[config.mk]
export PLATFORM = sky130hd
export DESIGN_NAME = art_timer
export DESIGN_NICKNAME = d
export VERILOG_FILES = /design/src/art_pkg.sv /design/src/art_edge_div.sv /design/src/art_timer.sv
export SDC_FILE = /design/constraint.sdc
export NUM_CORES = 1
export LEC_CHECK = 0
export ABC_CLOCK_PERIOD_IN_PS = 3600
export CAP_MARGIN = 25
export CORE_MARGIN = 2
export CORE_UTILIZATION = 55
export DETAILED_ROUTE_END_ITERATION = 12
export DONT_BUFFER_PORTS = 1
export HOLD_SLACK_MARGIN = 0.03
export PLACE_DENSITY = 0.7
export SKIP_CTS_REPAIR_TIMING = 1
export SLEW_MARGIN = 10
export SYNTH_ARGS = -nofsm -noshare
export SYNTH_HDL_FRONTEND = slang
export SYNTH_SLANG_ARGS = --single-unit
[constraint.sdc]
create_clock -name clk -period 3.6 [get_ports clk]
set_clock_uncertainty 0.2 [all_clocks]
set_input_delay 0.54 -clock clk [delete_from_list [all_inputs] [get_ports clk]]
set_output_delay 0.54 -clock clk [all_outputs]
set_load 0.02 [all_outputs]
[src/art_pkg.sv]
package art_pkg;
   // ------------------------------------------------------------
   // register addresses on the special function register port
   // ------------------------------------------------------------
   localparam logic [7:0] ADDR_CLOCK_SELECT = 8'h8e; // timer_clock_select
   localparam logic [7:0] ADDR_CONTROL = 8'hc8; // reload_timer_control
   localparam logic [7:0] ADDR_RELOAD_LOW = 8'hca; // reload_low_byte
   localparam logic [7:0] ADDR_RELOAD_HIGH = 8'hcb; // reload_high_byte
   localparam logic [7:0] ADDR_COUNT_LOW = 8'hcc; // count_low_byte
   localparam logic [7:0] ADDR_COUNT_HIGH = 8'hcd; // count_high_byte
   // ------------------------------------------------------------
   // reset values
   // ------------------------------------------------------------
   localparam logic [7:0] RESET_BYTE = 8'h00; // every register
   // ------------------------------------------------------------
   // control register bit positions
   // ------------------------------------------------------------
   localparam int CTL_HIGH_FLAG = 7; // high_overflow_flag
   localparam int CTL_LOW_FLAG = 6; // low_overflow_flag
   localparam int CTL_LOW_IRQ_EN = 5; // low_byte_irq_enable
   localparam int CTL_CAPTURE_EN = 4; // capture_enable
   localparam int CTL_SPLIT = 3; // split_mode_bit
   localparam int CTL_RUN = 2; // run_bit
   localparam int CTL_CAPTURE_SRC = 1; // capture_source_select
   localparam int CTL_EXT_SEL = 0; // external_clock_select
   // ------------------------------------------------------------
   // clock select register bit positions
   // ------------------------------------------------------------
   localparam int CKS_HIGH_SEL = 5; // high_byte_clock_select
   localparam int CKS_LOW_SEL = 4; // low_byte_clock_select
   localparam int CKS_PRESCALE_LSB = 0; // legacy_prescale_field low bit
   // ------------------------------------------------------------
   // cycle counts
   // ------------------------------------------------------------
   localparam int SYS_DIV = 12; // system clock divider
   localparam int EXT_DIV = 8; // external and capture divider
   localparam int SYS_DIV4 = 4; // prescale code 01
   localparam int SYS_DIV48 = 48; // prescale code 10
   localparam logic [1:0] PRE_DIV12 = 2'h0; // prescale codes
   localparam logic [1:0] PRE_DIV4 = 2'h1;
   localparam logic [1:0] PRE_DIV48 = 2'h2;
   localparam logic [1:0] PRE_EXT8 = 2'h3;
   // ------------------------------------------------------------
   // carrier types
   // ------------------------------------------------------------
   typedef struct packed {
      logic highFlag; // high_overflow_flag
      logic lowFlag; // low_overflow_flag
      logic lowIrqEn; // low_byte_irq_enable
      logic captureEn; // capture_enable
      logic split; // split_mode_bit
      logic run; // run_bit
      logic captureSrc; // capture_source_select
      logic extSel; // external_clock_select
   } art_control_type;
   typedef struct packed {
      logic write; // write strobe
      logic [7:0] addr; // register address
      logic [7:0] data; // write data
   } art_sfr_type;
endpackage

[src/art_edge_div.sv]
`timescale 1ns/1ps
`default_nettype none
// ------------------------------------------------------------
// synchronise a slow clock and divide its rising edges
// ------------------------------------------------------------
module art_edge_div
   import art_pkg::*;
#(
   parameter int DIV = EXT_DIV // edges per output pulse
)(
   input wire logic clk, // system clock
   input wire logic rst_b, // async reset, active low
   input wire logic srcIn, // slow clock from another source
   output logic tick // one pulse per DIV rising edges
);
   // refuse a divider that could never wrap its counter
   if (DIV < 2)
   begin : g_bad_div
      $error("DIV must be at least 2");
   end
   localparam int CW = $clog2(DIV);
   logic syncA; // first stage, read only by syncB
   logic syncB; // second stage
   logic syncC; // previous value for edge detect
   logic [CW-1:0] cnt; // edge counter
   logic [CW-1:0] next_cnt;
   logic next_tick;
   // next count on each synchronised rising edge
   always_comb
   begin
      next_cnt = cnt;
      next_tick = 1'b0;
      if (syncB && !syncC)
      begin
         if (cnt == CW'(DIV - 1))
         begin
            next_cnt = '0;
            next_tick = 1'b1;
         end
         else
            next_cnt = cnt + 1'b1;
      end
   end
   // synchroniser and counter registers
   always_ff @(posedge clk or negedge rst_b)
   begin
      if (!rst_b)
      begin
         syncA <= 1'b0;
         syncB <= 1'b0;
         syncC <= 1'b0;
         cnt <= '0;
         tick <= 1'b0;
      end
      else
      begin
         syncA <= srcIn;
         syncB <= syncA;
         syncC <= syncB;
         cnt <= next_cnt;
         tick <= next_tick;
      end
   end
endmodule
`default_nettype wire

[src/art_timer.sv]
`timescale 1ns/1ps
`default_nettype none
module art_timer
   import art_pkg::*;
(
   input wire logic clk, // system clock, 10 MHz
   input wire logic rst_b, // async reset, active low
   input wire art_sfr_type sfrIn, // register write port
   input wire logic [7:0] sfrRdAddr, // register read address
   output logic [7:0] sfrRdData, // registered read data
   input wire logic extClk, // external oscillator clock
   input wire logic rtcClk, // real-time clock
   input wire logic timerIrqEnable, // global timer irq enable
   output logic irq, // interrupt request, active high
   output logic legacyTick, // prescaled tick for legacy timers
   output logic captureEvent // one pulse per capture
);
   // ------------------------------------------------------------
   // state
   // ------------------------------------------------------------
   art_control_type ctl, next_ctl; // control register
   logic [7:0] clkSel, next_clkSel; // clock select register
   logic [7:0] rlLow, next_rlLow; // reload low
   logic [7:0] rlHigh, next_rlHigh; // reload high
   logic [7:0] cntLow, next_cntLow; // count low
   logic [7:0] cntHigh, next_cntHigh; // count high
   logic [3:0] div12, next_div12; // system /12 divider
   logic [5:0] divPre, next_divPre; // legacy divider
   logic sys12Tick, next_sys12Tick; // one pulse every 12 clocks
   logic next_irq, next_legacyTick, next_captureEvent;
   logic [7:0] rdValue; // read multiplexer
   logic extTick; // synchronised ext/8 pulse
   logic rtcTick; // synchronised rtc/8 pulse
   // ------------------------------------------------------------
   // external clock dividers
   // ------------------------------------------------------------
   art_edge_div #(.DIV(EXT_DIV)) u_extDiv (
      .clk(clk),
      .rst_b(rst_b),
      .srcIn(extClk),
      .tick(extTick)
   );
   art_edge_div #(.DIV(EXT_DIV)) u_rtcDiv (
      .clk(clk),
      .rst_b(rst_b),
      .srcIn(rtcClk),
      .tick(rtcTick)
   );
   // ------------------------------------------------------------
   // tick selection helper
   // ------------------------------------------------------------
   // choose a byte's count enable from its select bit
   function automatic logic pickTick(input logic sel, input logic ext,
                                     input logic s12, input logic alt);
      pickTick = sel ? 1'b1 : (ext ? alt : s12);
   endfunction
   // ------------------------------------------------------------
   // prescalers
   // ------------------------------------------------------------
   // system /12 and legacy prescale dividers
   always_comb
   begin
      next_div12 = (div12 == 4'(SYS_DIV - 1)) ? 4'h0 : div12 + 4'h1;
      next_sys12Tick = (div12 == 4'(SYS_DIV - 1));
      next_divPre = divPre + 6'h01;
      next_legacyTick = 1'b0;
      case (clkSel[CKS_PRESCALE_LSB +: 2])
         PRE_DIV12: next_legacyTick = sys12Tick;
         PRE_DIV4:
         begin
            if (divPre >= 6'(SYS_DIV4 - 1))
               next_divPre = 6'h00;
            next_legacyTick = (divPre == 6'(SYS_DIV4 - 1));
         end
         PRE_DIV48:
         begin
            if (divPre >= 6'(SYS_DIV48 - 1))
               next_divPre = 6'h00;
            next_legacyTick = (divPre == 6'(SYS_DIV48 - 1));
         end
         default: next_legacyTick = extTick;
      endcase
   end
   // ------------------------------------------------------------
   // timer core and register writes
   // ------------------------------------------------------------
   logic lowEn, highEn, lowWrap, highWrap, capt, alt, altCapt;
   always_comb
   begin
      next_ctl = ctl;
      next_clkSel = clkSel;
      next_rlLow = rlLow;
      next_rlHigh = rlHigh;
      next_cntLow = cntLow;
      next_cntHigh = cntHigh;
      lowWrap = 1'b0;
      highWrap = 1'b0;
      // counting source for ext select; other source when capturing
      alt = extTick;
      if (ctl.captureEn && ctl.captureSrc)
         alt = rtcTick;
      altCapt = ctl.captureSrc ? extTick : rtcTick;
      capt = ctl.captureEn && altCapt;
      lowEn = pickTick(clkSel[CKS_LOW_SEL], ctl.extSel, sys12Tick, alt);
      highEn = pickTick(clkSel[CKS_HIGH_SEL], ctl.extSel, sys12Tick,
                        alt);
      // software writes first, hardware events override flags
      if (sfrIn.write)
      begin
         if (sfrIn.addr == ADDR_CONTROL)
            next_ctl = art_control_type'(sfrIn.data);
         else if (sfrIn.addr == ADDR_CLOCK_SELECT)
            next_clkSel = sfrIn.data;
         else if (sfrIn.addr == ADDR_RELOAD_LOW)
            next_rlLow = sfrIn.data;
         else if (sfrIn.addr == ADDR_RELOAD_HIGH)
            next_rlHigh = sfrIn.data;
         else if (sfrIn.addr == ADDR_COUNT_LOW)
            next_cntLow = sfrIn.data;
         else if (sfrIn.addr == ADDR_COUNT_HIGH)
            next_cntHigh = sfrIn.data;
      end
      if (!ctl.split)
      begin
         // one 16-bit counter on the low byte's clock
         if (ctl.run && lowEn)
         begin
            lowWrap = (cntLow == 8'hff);
            if (lowWrap && cntHigh == 8'hff)
            begin
               highWrap = 1'b1;
               next_cntLow = rlLow;
               next_cntHigh = rlHigh;
            end
            else
            begin
               next_cntLow = cntLow + 8'h01;
               next_cntHigh = cntHigh + {7'h00, lowWrap};
            end
         end
      end
      else
      begin
         // low byte always runs in split mode
         if (lowEn)
         begin
            lowWrap = (cntLow == 8'hff);
            next_cntLow = lowWrap ? rlLow : cntLow + 8'h01;
         end
         if (ctl.run && highEn)
         begin
            highWrap = (cntHigh == 8'hff);
            next_cntHigh = highWrap ? rlHigh : cntHigh + 8'h01;
         end
      end
      if (capt)
      begin
         next_rlLow = cntLow;
         next_rlHigh = cntHigh;
      end
      // set wins over a software clear in the same cycle
      if (highWrap || capt)
         next_ctl.highFlag = 1'b1;
      if (lowWrap)
         next_ctl.lowFlag = 1'b1;
      next_captureEvent = capt;
   end
   // ------------------------------------------------------------
   // interrupt and read data
   // ------------------------------------------------------------
   always_comb
   begin
      next_irq = timerIrqEnable && (next_ctl.highFlag ||
                 (next_ctl.lowFlag && next_ctl.lowIrqEn));
      if (sfrRdAddr == ADDR_CONTROL)
         rdValue = ctl;
      else if (sfrRdAddr == ADDR_CLOCK_SELECT)
         rdValue = clkSel;
      else if (sfrRdAddr == ADDR_RELOAD_LOW)
         rdValue = rlLow;
      else if (sfrRdAddr == ADDR_RELOAD_HIGH)
         rdValue = rlHigh;
      else if (sfrRdAddr == ADDR_COUNT_LOW)
         rdValue = cntLow;
      else if (sfrRdAddr == ADDR_COUNT_HIGH)
         rdValue = cntHigh;
      else
         rdValue = RESET_BYTE;
   end
   // ------------------------------------------------------------
   // registers
   // ------------------------------------------------------------
   always_ff @(posedge clk or negedge rst_b)
   begin
      if (!rst_b)
      begin
         ctl <= art_control_type'(RESET_BYTE);
         clkSel <= RESET_BYTE;
         rlLow <= RESET_BYTE;
         rlHigh <= RESET_BYTE;
         cntLow <= RESET_BYTE;
         cntHigh <= RESET_BYTE;
         div12 <= 4'h0;
         divPre <= 6'h00;
         sys12Tick <= 1'b0;
         irq <= 1'b0;
         legacyTick <= 1'b0;
         captureEvent <= 1'b0;
         sfrRdData <= RESET_BYTE;
      end
      else
      begin
         ctl <= next_ctl;
         clkSel <= next_clkSel;
         rlLow <= next_rlLow;
         rlHigh <= next_rlHigh;
         cntLow <= next_cntLow;
         cntHigh <= next_cntHigh;
         div12 <= next_div12;
         divPre <= next_divPre;
         sys12Tick <= next_sys12Tick;
         irq <= next_irq;
         legacyTick <= next_legacyTick;
         captureEvent <= next_captureEvent;
         sfrRdData <= rdValue;
      end
   end
   // ------------------------------------------------------------
   // assertions
   // ------------------------------------------------------------
   // 16-bit wrap from all ones reloads both bytes and flags it
   a_wrap_reload: assert property (
      @(posedge clk) disable iff (!rst_b)
      (!ctl.split && ctl.run && lowEn && cntLow == 8'hff
       && cntHigh == 8'hff && !capt)
      |=> (ctl.highFlag && cntLow == $past(rlLow)
           && cntHigh == $past(rlHigh)))
      else $error("16-bit wrap did not reload");
   // low byte wrap flags in every mode
   a_low_flag_set: assert property (
      @(posedge clk) disable iff (!rst_b)
      lowWrap |=> ctl.lowFlag)
      else $error("low wrap did not set flag");
   // split low byte ignores the run bit
   a_split_low_runs: assert property (
      @(posedge clk) disable iff (!rst_b)
      (ctl.split && !ctl.run && lowEn && !sfrIn.write && cntLow != 8'hff)
      |=> cntLow == $past(cntLow) + 8'h01)
      else $error("split low byte did not count");
   // a stopped 16-bit timer keeps its high byte
   a_stopped_hold: assert property (
      @(posedge clk) disable iff (!rst_b)
      (!ctl.run && !ctl.split && !sfrIn.write) |=> $stable(cntHigh))
      else $error("stopped timer changed");
   // a stopped split high byte keeps its value
   a_split_high_hold: assert property (
      @(posedge clk) disable iff (!rst_b)
      (!ctl.run && ctl.split && !sfrIn.write) |=> $stable(cntHigh))
      else $error("stopped split high byte changed");
   // split high byte wrap reloads and flags
   a_split_high: assert property (
      @(posedge clk) disable iff (!rst_b)
      (ctl.split && ctl.run && highEn && cntHigh == 8'hff)
      |=> (ctl.highFlag && cntHigh == $past(rlHigh)))
      else $error("split high wrap wrong");
   // only a control write may drop the high flag
   a_flag_sticky: assert property (
      @(posedge clk) disable iff (!rst_b)
      (ctl.highFlag && !(sfrIn.write && sfrIn.addr == ADDR_CONTROL))
      |=> ctl.highFlag)
      else $error("high flag cleared by hardware");
   // a capture copies the count and flags it
   a_capture_copy: assert property (
      @(posedge clk) disable iff (!rst_b)
      capt |=> (rlLow == $past(cntLow) && rlHigh == $past(cntHigh)
                && ctl.highFlag && captureEvent))
      else $error("capture did not copy count");
   // the request follows the flags in the same clock they change
   a_irq_follow: assert property (
      @(posedge clk) disable iff (!rst_b)
      ##1 irq == $past(timerIrqEnable && (next_ctl.highFlag ||
             (next_ctl.lowFlag && next_ctl.lowIrqEn)), 1))
      else $error("irq does not follow flags");
   // an enabled low flag keeps the request raised
   a_low_irq: assert property (
      @(posedge clk) disable iff (!rst_b)
      (timerIrqEnable && ctl.lowFlag && ctl.lowIrqEn && !sfrIn.write)
      |=> irq)
      else $error("low flag did not raise irq");
   // system clock select counts on every clock
   a_sys_sel_count: assert property (
      @(posedge clk) disable iff (!rst_b)
      (!ctl.split && ctl.run && clkSel[CKS_LOW_SEL] && !sfrIn.write
       && cntLow != 8'hff)
      |=> cntLow == $past(cntLow) + 8'h01)
      else $error("system clock count missed");
   // divide by 12 tick: one high, eleven low
   a_sys12_period: assert property (
      @(posedge clk) disable iff (!rst_b)
      sys12Tick |=> !sys12Tick [*8] ##1 !sys12Tick ##1 !sys12Tick
      ##1 !sys12Tick ##1 sys12Tick)
      else $error("divide by 12 period wrong");
endmodule
`default_nettype wire

==> results.toml, run 1 <==
[clock_network]
cts_buffers = 9
root_buffer = "clkbuf_8"
clk_latency_ns = 0.37
cts.sinks = 84
cts_htree_levels = 3
clk_pin_slew_worst_paths_ns = 0.09
cts_tree = "done"
clockBufferDepth = 2

[final_layout]
mostFrequentLayoutCells = "dfrtp_1, nor2_1, mux2i_1"
area_growth_pct = 7.97
drive_above_1_share_pct = 11.1
nets = 497
final_common_cell = "dfrtp_1"
n_antenna_cell = 0

[sta]
setup_tns_ns = 0
finalHoldViolCount = 0
period_minus_slack_ns = 2.71
rsz0062_at_grt = "no"
finalMaxSlewViolations = 0
fin_hold_ws_ns = 0.0773
setup_violations = 0
period_share_pct = 75.3
tightestPinTransition_ns = 0.706
maxSlewHeadroom_pct = 52.8
fmax_mhz = 369

[synth]
synthAdderAreaFrac_pct = 3.80
muxShareOfSynthArea_pct = 11.7
synthSimpleGateAreaFrac_pct = 17.3
synth_nets = 497
synthesis.area_sq_um = 4610
synth_top_family_by_area = "simple AND/OR/NAND/NOR gates"
synthXorXnorAreaFrac_pct = 2.85
synthCells = 453
syn_area_per_cell_sq_um = 10.2
synthArstFlopShare_pct = 100
synth_cell_types = 69
ys_seq_area_share_pct = 45.6
synth-compound-area-share_pct = 16.0
ys_ff_latch = 84
synth_edf_count = 0
ys.flop_type = "dfrtp_1"
yosys_warnings = 0

[hold_path]
worstHoldStart = "timerIrqEnable"
hold_path_end = "irq$_DFF_PN0_"
hold_class = "input pin to flop"
hold_path_depth = 1

[drt]
drc = 0
routed_wl_um = 10900
ant_nets = 0
via_count = 3579
drtIter0Drc = 253
drt-pass1-iter-count = 6
via_per_inst = 6.36
wl_per_cell_um = 19.4

[grt]
grt.overflow.total = 0
antenna_found_initial = 0
grt_usage_pct = 25.4
grt_first_pass_wirelength_um = 17400
grt_start_max_net_pins = 85
grt_pass1_vias = 3394

[setup_path]
r2r_setup_slack_ns = 0.89
crit_path_end_kind = "flop"
critPathMaxStageDelay_ns = 0.48
r2r_start = "cntLow[0]$_DFF_PN0_"
cp-start-kind = "flop"
r2r_cells = 11
worstSetupPathType = "flop to flop"
cp_max_fo = 7
crit_top_cell = "ha_1"
slowest_stage = "dfrtp_1"
arrival_ns = 2.72
crit_required_ns = 3.61
worstPathCellList = "ha_1, and4_1, nand4_1, inv_1, ha_1, ha_1, nand3_1, xor2_1, nor2_1, a21oi_1, o221ai_1"
r2r-end = "cntHigh[6]$_DFF_PN0_"

[floorplanning]
io_pins = 41
core_area_sq_um = 8180
die_w_um = 95.6
die-height_um = 95.6
rows = 33
start_util_pct = 56.4
die_area_sq_um = 9140

[placed_design]
numPortBuffers = 0
dp.final_hpwl_um = 7660
gp_congestion = 0.993

[power]
ir_drop_uv = 368
power.density_nw_per_um2 = 515
total_power_mw = 2.56
cellLeakagePower_nw = 2.20

[flow_run]
maxCapViolCount = 0

[outcome]
status = "completed"
==> critical path: cells and delay by family, from the launching register on <==
family	cells	cell delay, ns
and+or+nand+nor	4	0.63
AOI/OAI and AO/OA	2	0.23
xor gates and xnor gates	1	0.16
DFF	1	0.48
adders and majority gates	3	0.68
buffers and inverters	1	0.18
==> stage by stage <==
stage / utilization (%) / area (sq um) / setup slack (ns) / instances
floorplan: - / 4610 / 1.10 / 453
detailed placement: 57.4 / 4690 / 0.886 / 543
finish: 60.9 / 4980 / 0.891 / 563
global route: 60.9 / 4980 / 0.641 / 563
CTS: 60.2 / 4920 / 0.924 / 559
global placement: 57.4 / 4690 / 0.908 / 543
==> flip-flops by register name, summed over array words and instances, names as in the netlist, 3 cells and up <==
register / count
u_extDiv.cnt: 3
cntHigh: 8
u_rtcDiv.cnt: 3
divPre: 6
ctl: 8
div12: 4
sfrRdData: 8
rlHigh: 8
cntLow: 8
clkSel: 8
rlLow: 8
==> synthesized netlist by cell type (3+ instances only) <==
cell      count  area share (%)
xor2_1        8             1.5
o22ai_1      11             1.5
and3_1        5            0.68
nor3_1       13             1.4
nor2b_1       7            0.95
clkbuf_1     11            0.90
nand2_1      27             2.2
nand2b_1      6            0.81
nor2_1       46             3.7
and2_1        5            0.68
a22o_1       10             1.9
a22oi_1       5            0.81
nand3_1      13             1.4
mux2_2       19             4.6
a21oi_1      29             3.1
o21ai_0      14             1.5
nand4b_1      3            0.57
a221o_1       4            0.87
xnor2_1       7             1.3
nand4_1       3            0.41
inv_1        11            0.90
a31oi_1       4            0.54
a221oi_1      9             1.7
ha_1         14             3.8
buf_2         6            0.65
dfrtp_1      84              46
mux2i_1      31             6.7
==> report_power, final <==
group | internal, mW | switching [mW] | total, mW
Clock | 0.404 | 0.376 | 0.780
Combinational | 0.246 | 0.244 | 0.490
Sequential | 1.09 | 0.209 | 1.29
Total | 1.74 | 0.829 | 2.56
==> routing by layer <==
metal / vias up / wire length, um / track usage, %
li1: 1669 / - / -
met1: 1742 / 4880 / 36.5
met2: 145 / 5050 / 37.6
met3: 23 / 769 / 5.38
met4: 0 / 240 / 9.64
met5: - / 0 / 0
==> layout make-up <==
| type | count | area (sq um) |
|---|---|---|
| repair buffers | 9 | 95.1 |
| clock buffers | 9 | 124 |
| well taps | 105 | 131 |
| fillers | 670 | 3190 |
| clock inverters | 7 | 105 |
| flip-flops and latches | 84 | 2100 |
| inverters | 11 | 41.3 |
| multi-input cells | 338 | 2380 |
==> how the worst max path moves through the flow <==
stage / cells past startpoint / end / slack [ns] / from
detailed placement: 5 / irq$_DFF_PN0_ / 0.89 / sfrIn[12]
CTS: 11 / cntHigh[6]$_DFF_PN0_ / 0.92 / cntLow[0]$_DFF_PN0_
global route: 11 / cntHigh[6]$_DFF_PN0_ / 0.64 / cntLow[0]$_DFF_PN0_
global placement: 5 / irq$_DFF_PN0_ / 0.91 / sfrIn[12]
floorplan: 6 / irq$_DFF_PN0_ / 1.10 / sfrIn[12]
finish: 11 / cntHigh[6]$_DFF_PN0_ / 0.89 / cntLow[0]$_DFF_PN0_
==> cell families (layout without fill, tap and decap cells) <==
| kind of cell | count (synthesis) | in the layout |
|---|---|---|
| AOI/OAI and AO/OA | 108 | 108 |
| xor gates and xnor gates | 15 | 15 |
| adders and majority gates | 14 | 14 |
| buffers and inverters | 31 | 36 |
| DFF | 84 | 84 |
| muxes | 51 | 51 |
| and+or+nand+nor | 150 | 150 |
No activity file was read; power rests on OpenSTA's default activity.
==> run 2: changes to the inputs <==
- ABC_CLOCK_PERIOD_IN_PS: 3600 -> 2500
- clock period: 3.6 -> 2.5 ns (I/O delays scaled with it)
==> run 2 against run 1 <==
The run now ends with negative hold slack left. Sequential share of layout area decreased by 2.4 points. Die area unchanged. Critical endpoint is now cntHigh[5]$_DFF_PN0_. Core utilization increased by 3.7 points. Largest power group unchanged. Critical path depth decreased by 3. Global-route usage increased by 1.3 points.
==> results.toml, run 2 (synthesized netlist as in run 1, its figures left out) <==
[final_layout]
final_common_cell = "dfrtp_1"
area_growth_pct = 14.6
n_antenna_cell = 0
instances_no_fill = 601
final_area_sq_um = 5290
drive_above_1_share_pct = 17.5
nets = 535
fillers = 666
mostFrequentLayoutCells = "dfrtp_1, nor2_1, buf_4"
post-route-util_pct = 64.7

[grt]
antenna_found_initial = 0
grt_usage_pct = 26.6
grt.overflow.total = 0
grt_pass1_vias = 3607
grt_start_max_net_pins = 85
grt_first_pass_wirelength_um = 18300
grt_use_met3_pct = 5.22
use_met2_pct = 41.7
grt_use_met1_pct = 36.4
top_usage_layer = "met2"

[power]
total_power_mw = 3.72
cellLeakagePower_nw = 2.36
ir_drop_uv = 424
power.density_nw_per_um2 = 704

[clock_network]
clockBufferDepth = 2
cts_htree_levels = 3
clk_pin_slew_worst_paths_ns = 0.09
root_buffer = "clkbuf_8"
cts_buffers = 9
cts_tree = "done"
cts.sinks = 84
clk_latency_ns = 0.36

[placed_design]
place_area_sq_um = 4920
dp.final_hpwl_um = 8140
dp_cells = 573
gp_congestion = 0.916
numPortBuffers = 0

[sta]
period_minus_slack_ns = 2.35
finalHoldViolCount = 84
tightestPinTransition_ns = 0.586
rsz0062_at_grt = "no"
setup_tns_ns = 0
period_share_pct = 94.2
maxSlewHeadroom_pct = 60.8
fmax_mhz = 425
setup_violations = 0
finalMaxSlewViolations = 0
fin_hold_ws_ns = -0.500

[setup_path]
r2r_cells = 8
r2r_setup_slack_ns = 0.15
cp_max_fo = 5
crit_required_ns = 2.54
cp-start-kind = "flop"
arrival_ns = 2.39
r2r_start = "cntLow[1]$_DFF_PN0_"
r2r-end = "cntHigh[5]$_DFF_PN0_"
worstSetupPathType = "flop to flop"
crit_path_end_kind = "flop"

[drt]
drtIter0Drc = 266
via_per_inst = 6.21
drc = 0
routed_wl_um = 11600
drt-pass1-iter-count = 5
via_count = 3733
wl_per_cell_um = 19.3
ant_nets = 0

[floorplanning]
rows = 33
die_area_sq_um = 9140
io_pins = 41
start_util_pct = 56.4
die_w_um = 95.6
core_area_sq_um = 8180
die-height_um = 95.6

[hold_path]
hold_class = "input pin to async pin"

[outcome]
violations = "negative hold slack"
status = "complete, but fails checks"

[flow_run]
maxCapViolCount = 0
run 2: changes by cell type in the layout (fill, tap and decap cells not counted), moves of 2 or more:
cell           previous run  this run
clkinv_4                  0         2
buf_4                     5        36
ha_4                      0         2
ha_1                     14        11
dlygate4sd3_1             3        11
inv_8                     2         0
run 2: power breakdown:
part	leakage [nW]	switching (mW)	internal, mW
Clock	0.107	0.516	0.498
Sequential	0.996	0.182	1.56
Combinational	1.25	0.492	0.470
run 2: per-layer routing:
| metal | wire, um | vias up |
|---|---|---|
| li1 | - | 1748 |
| met3 | 756 | 26 |
| met5 | 0 | - |
| met4 | 318 | 0 |
| met2 | 5440 | 127 |
| met1 | 5070 | 1832 |
run 2: layout make-up:
type / count / area, sq um / share of cell area [%]
Tap cell: 105 / 131 / 2.49
Clock inverter: 6 / 70.1 / 1.33
Sequential cell: 84 / 2100 / 39.8
Clock buffer: 10 / 138 / 2.60
Timing Repair Buffer: 47 / 380 / 7.20
Multi-Input combinational cell: 338 / 2420 / 45.8
Inverter: 11 / 41.3 / 0.781
run 2: worst max-delay path, stage by stage, from the launching register on:
cell and delay, ns:
dfrtp_1 0.36, ha_2 0.21, and4_4 0.24, nand4_1 0.15
buf_4 0.20, nor2_4 0.13, nor2_1 0.09, a221o_1 0.36
a221oi_1 0.30
run 2: worst max path at each step:
stage / slack [ns] / startpoint / depth (start not counted) / to
2_1_floorplan: 0.14 / cntLow[0]$_DFF_PN0_ / 11 / cntHigh[6]$_DFF_PN0_
6_report: 0.15 / cntLow[1]$_DFF_PN0_ / 8 / cntHigh[5]$_DFF_PN0_
3_3_place_gp: 0.18 / cntLow[0]$_DFF_PN0_ / 11 / cntHigh[6]$_DFF_PN0_
3_5_place_dp: 0.13 / cntLow[0]$_DFF_PN0_ / 11 / cntHigh[6]$_DFF_PN0_
5_1_grt: 0.03 / cntLow[0]$_DFF_PN0_ / 11 / cntHigh[6]$_DFF_PN0_
4_1_cts: 0.06 / cntLow[0]$_DFF_PN0_ / 11 / cntHigh[6]$_DFF_PN0_
run 2: stage by stage:
stage / hold slack (ns) / setup slack, ns
floorplan: -0.121 / 0.145
global placement: -0.119 / 0.175
detailed placement: -0.119 / 0.134
CTS: -0.514 / 0.0618
global route: -0.524 / 0.0326
finish: -0.500 / 0.146
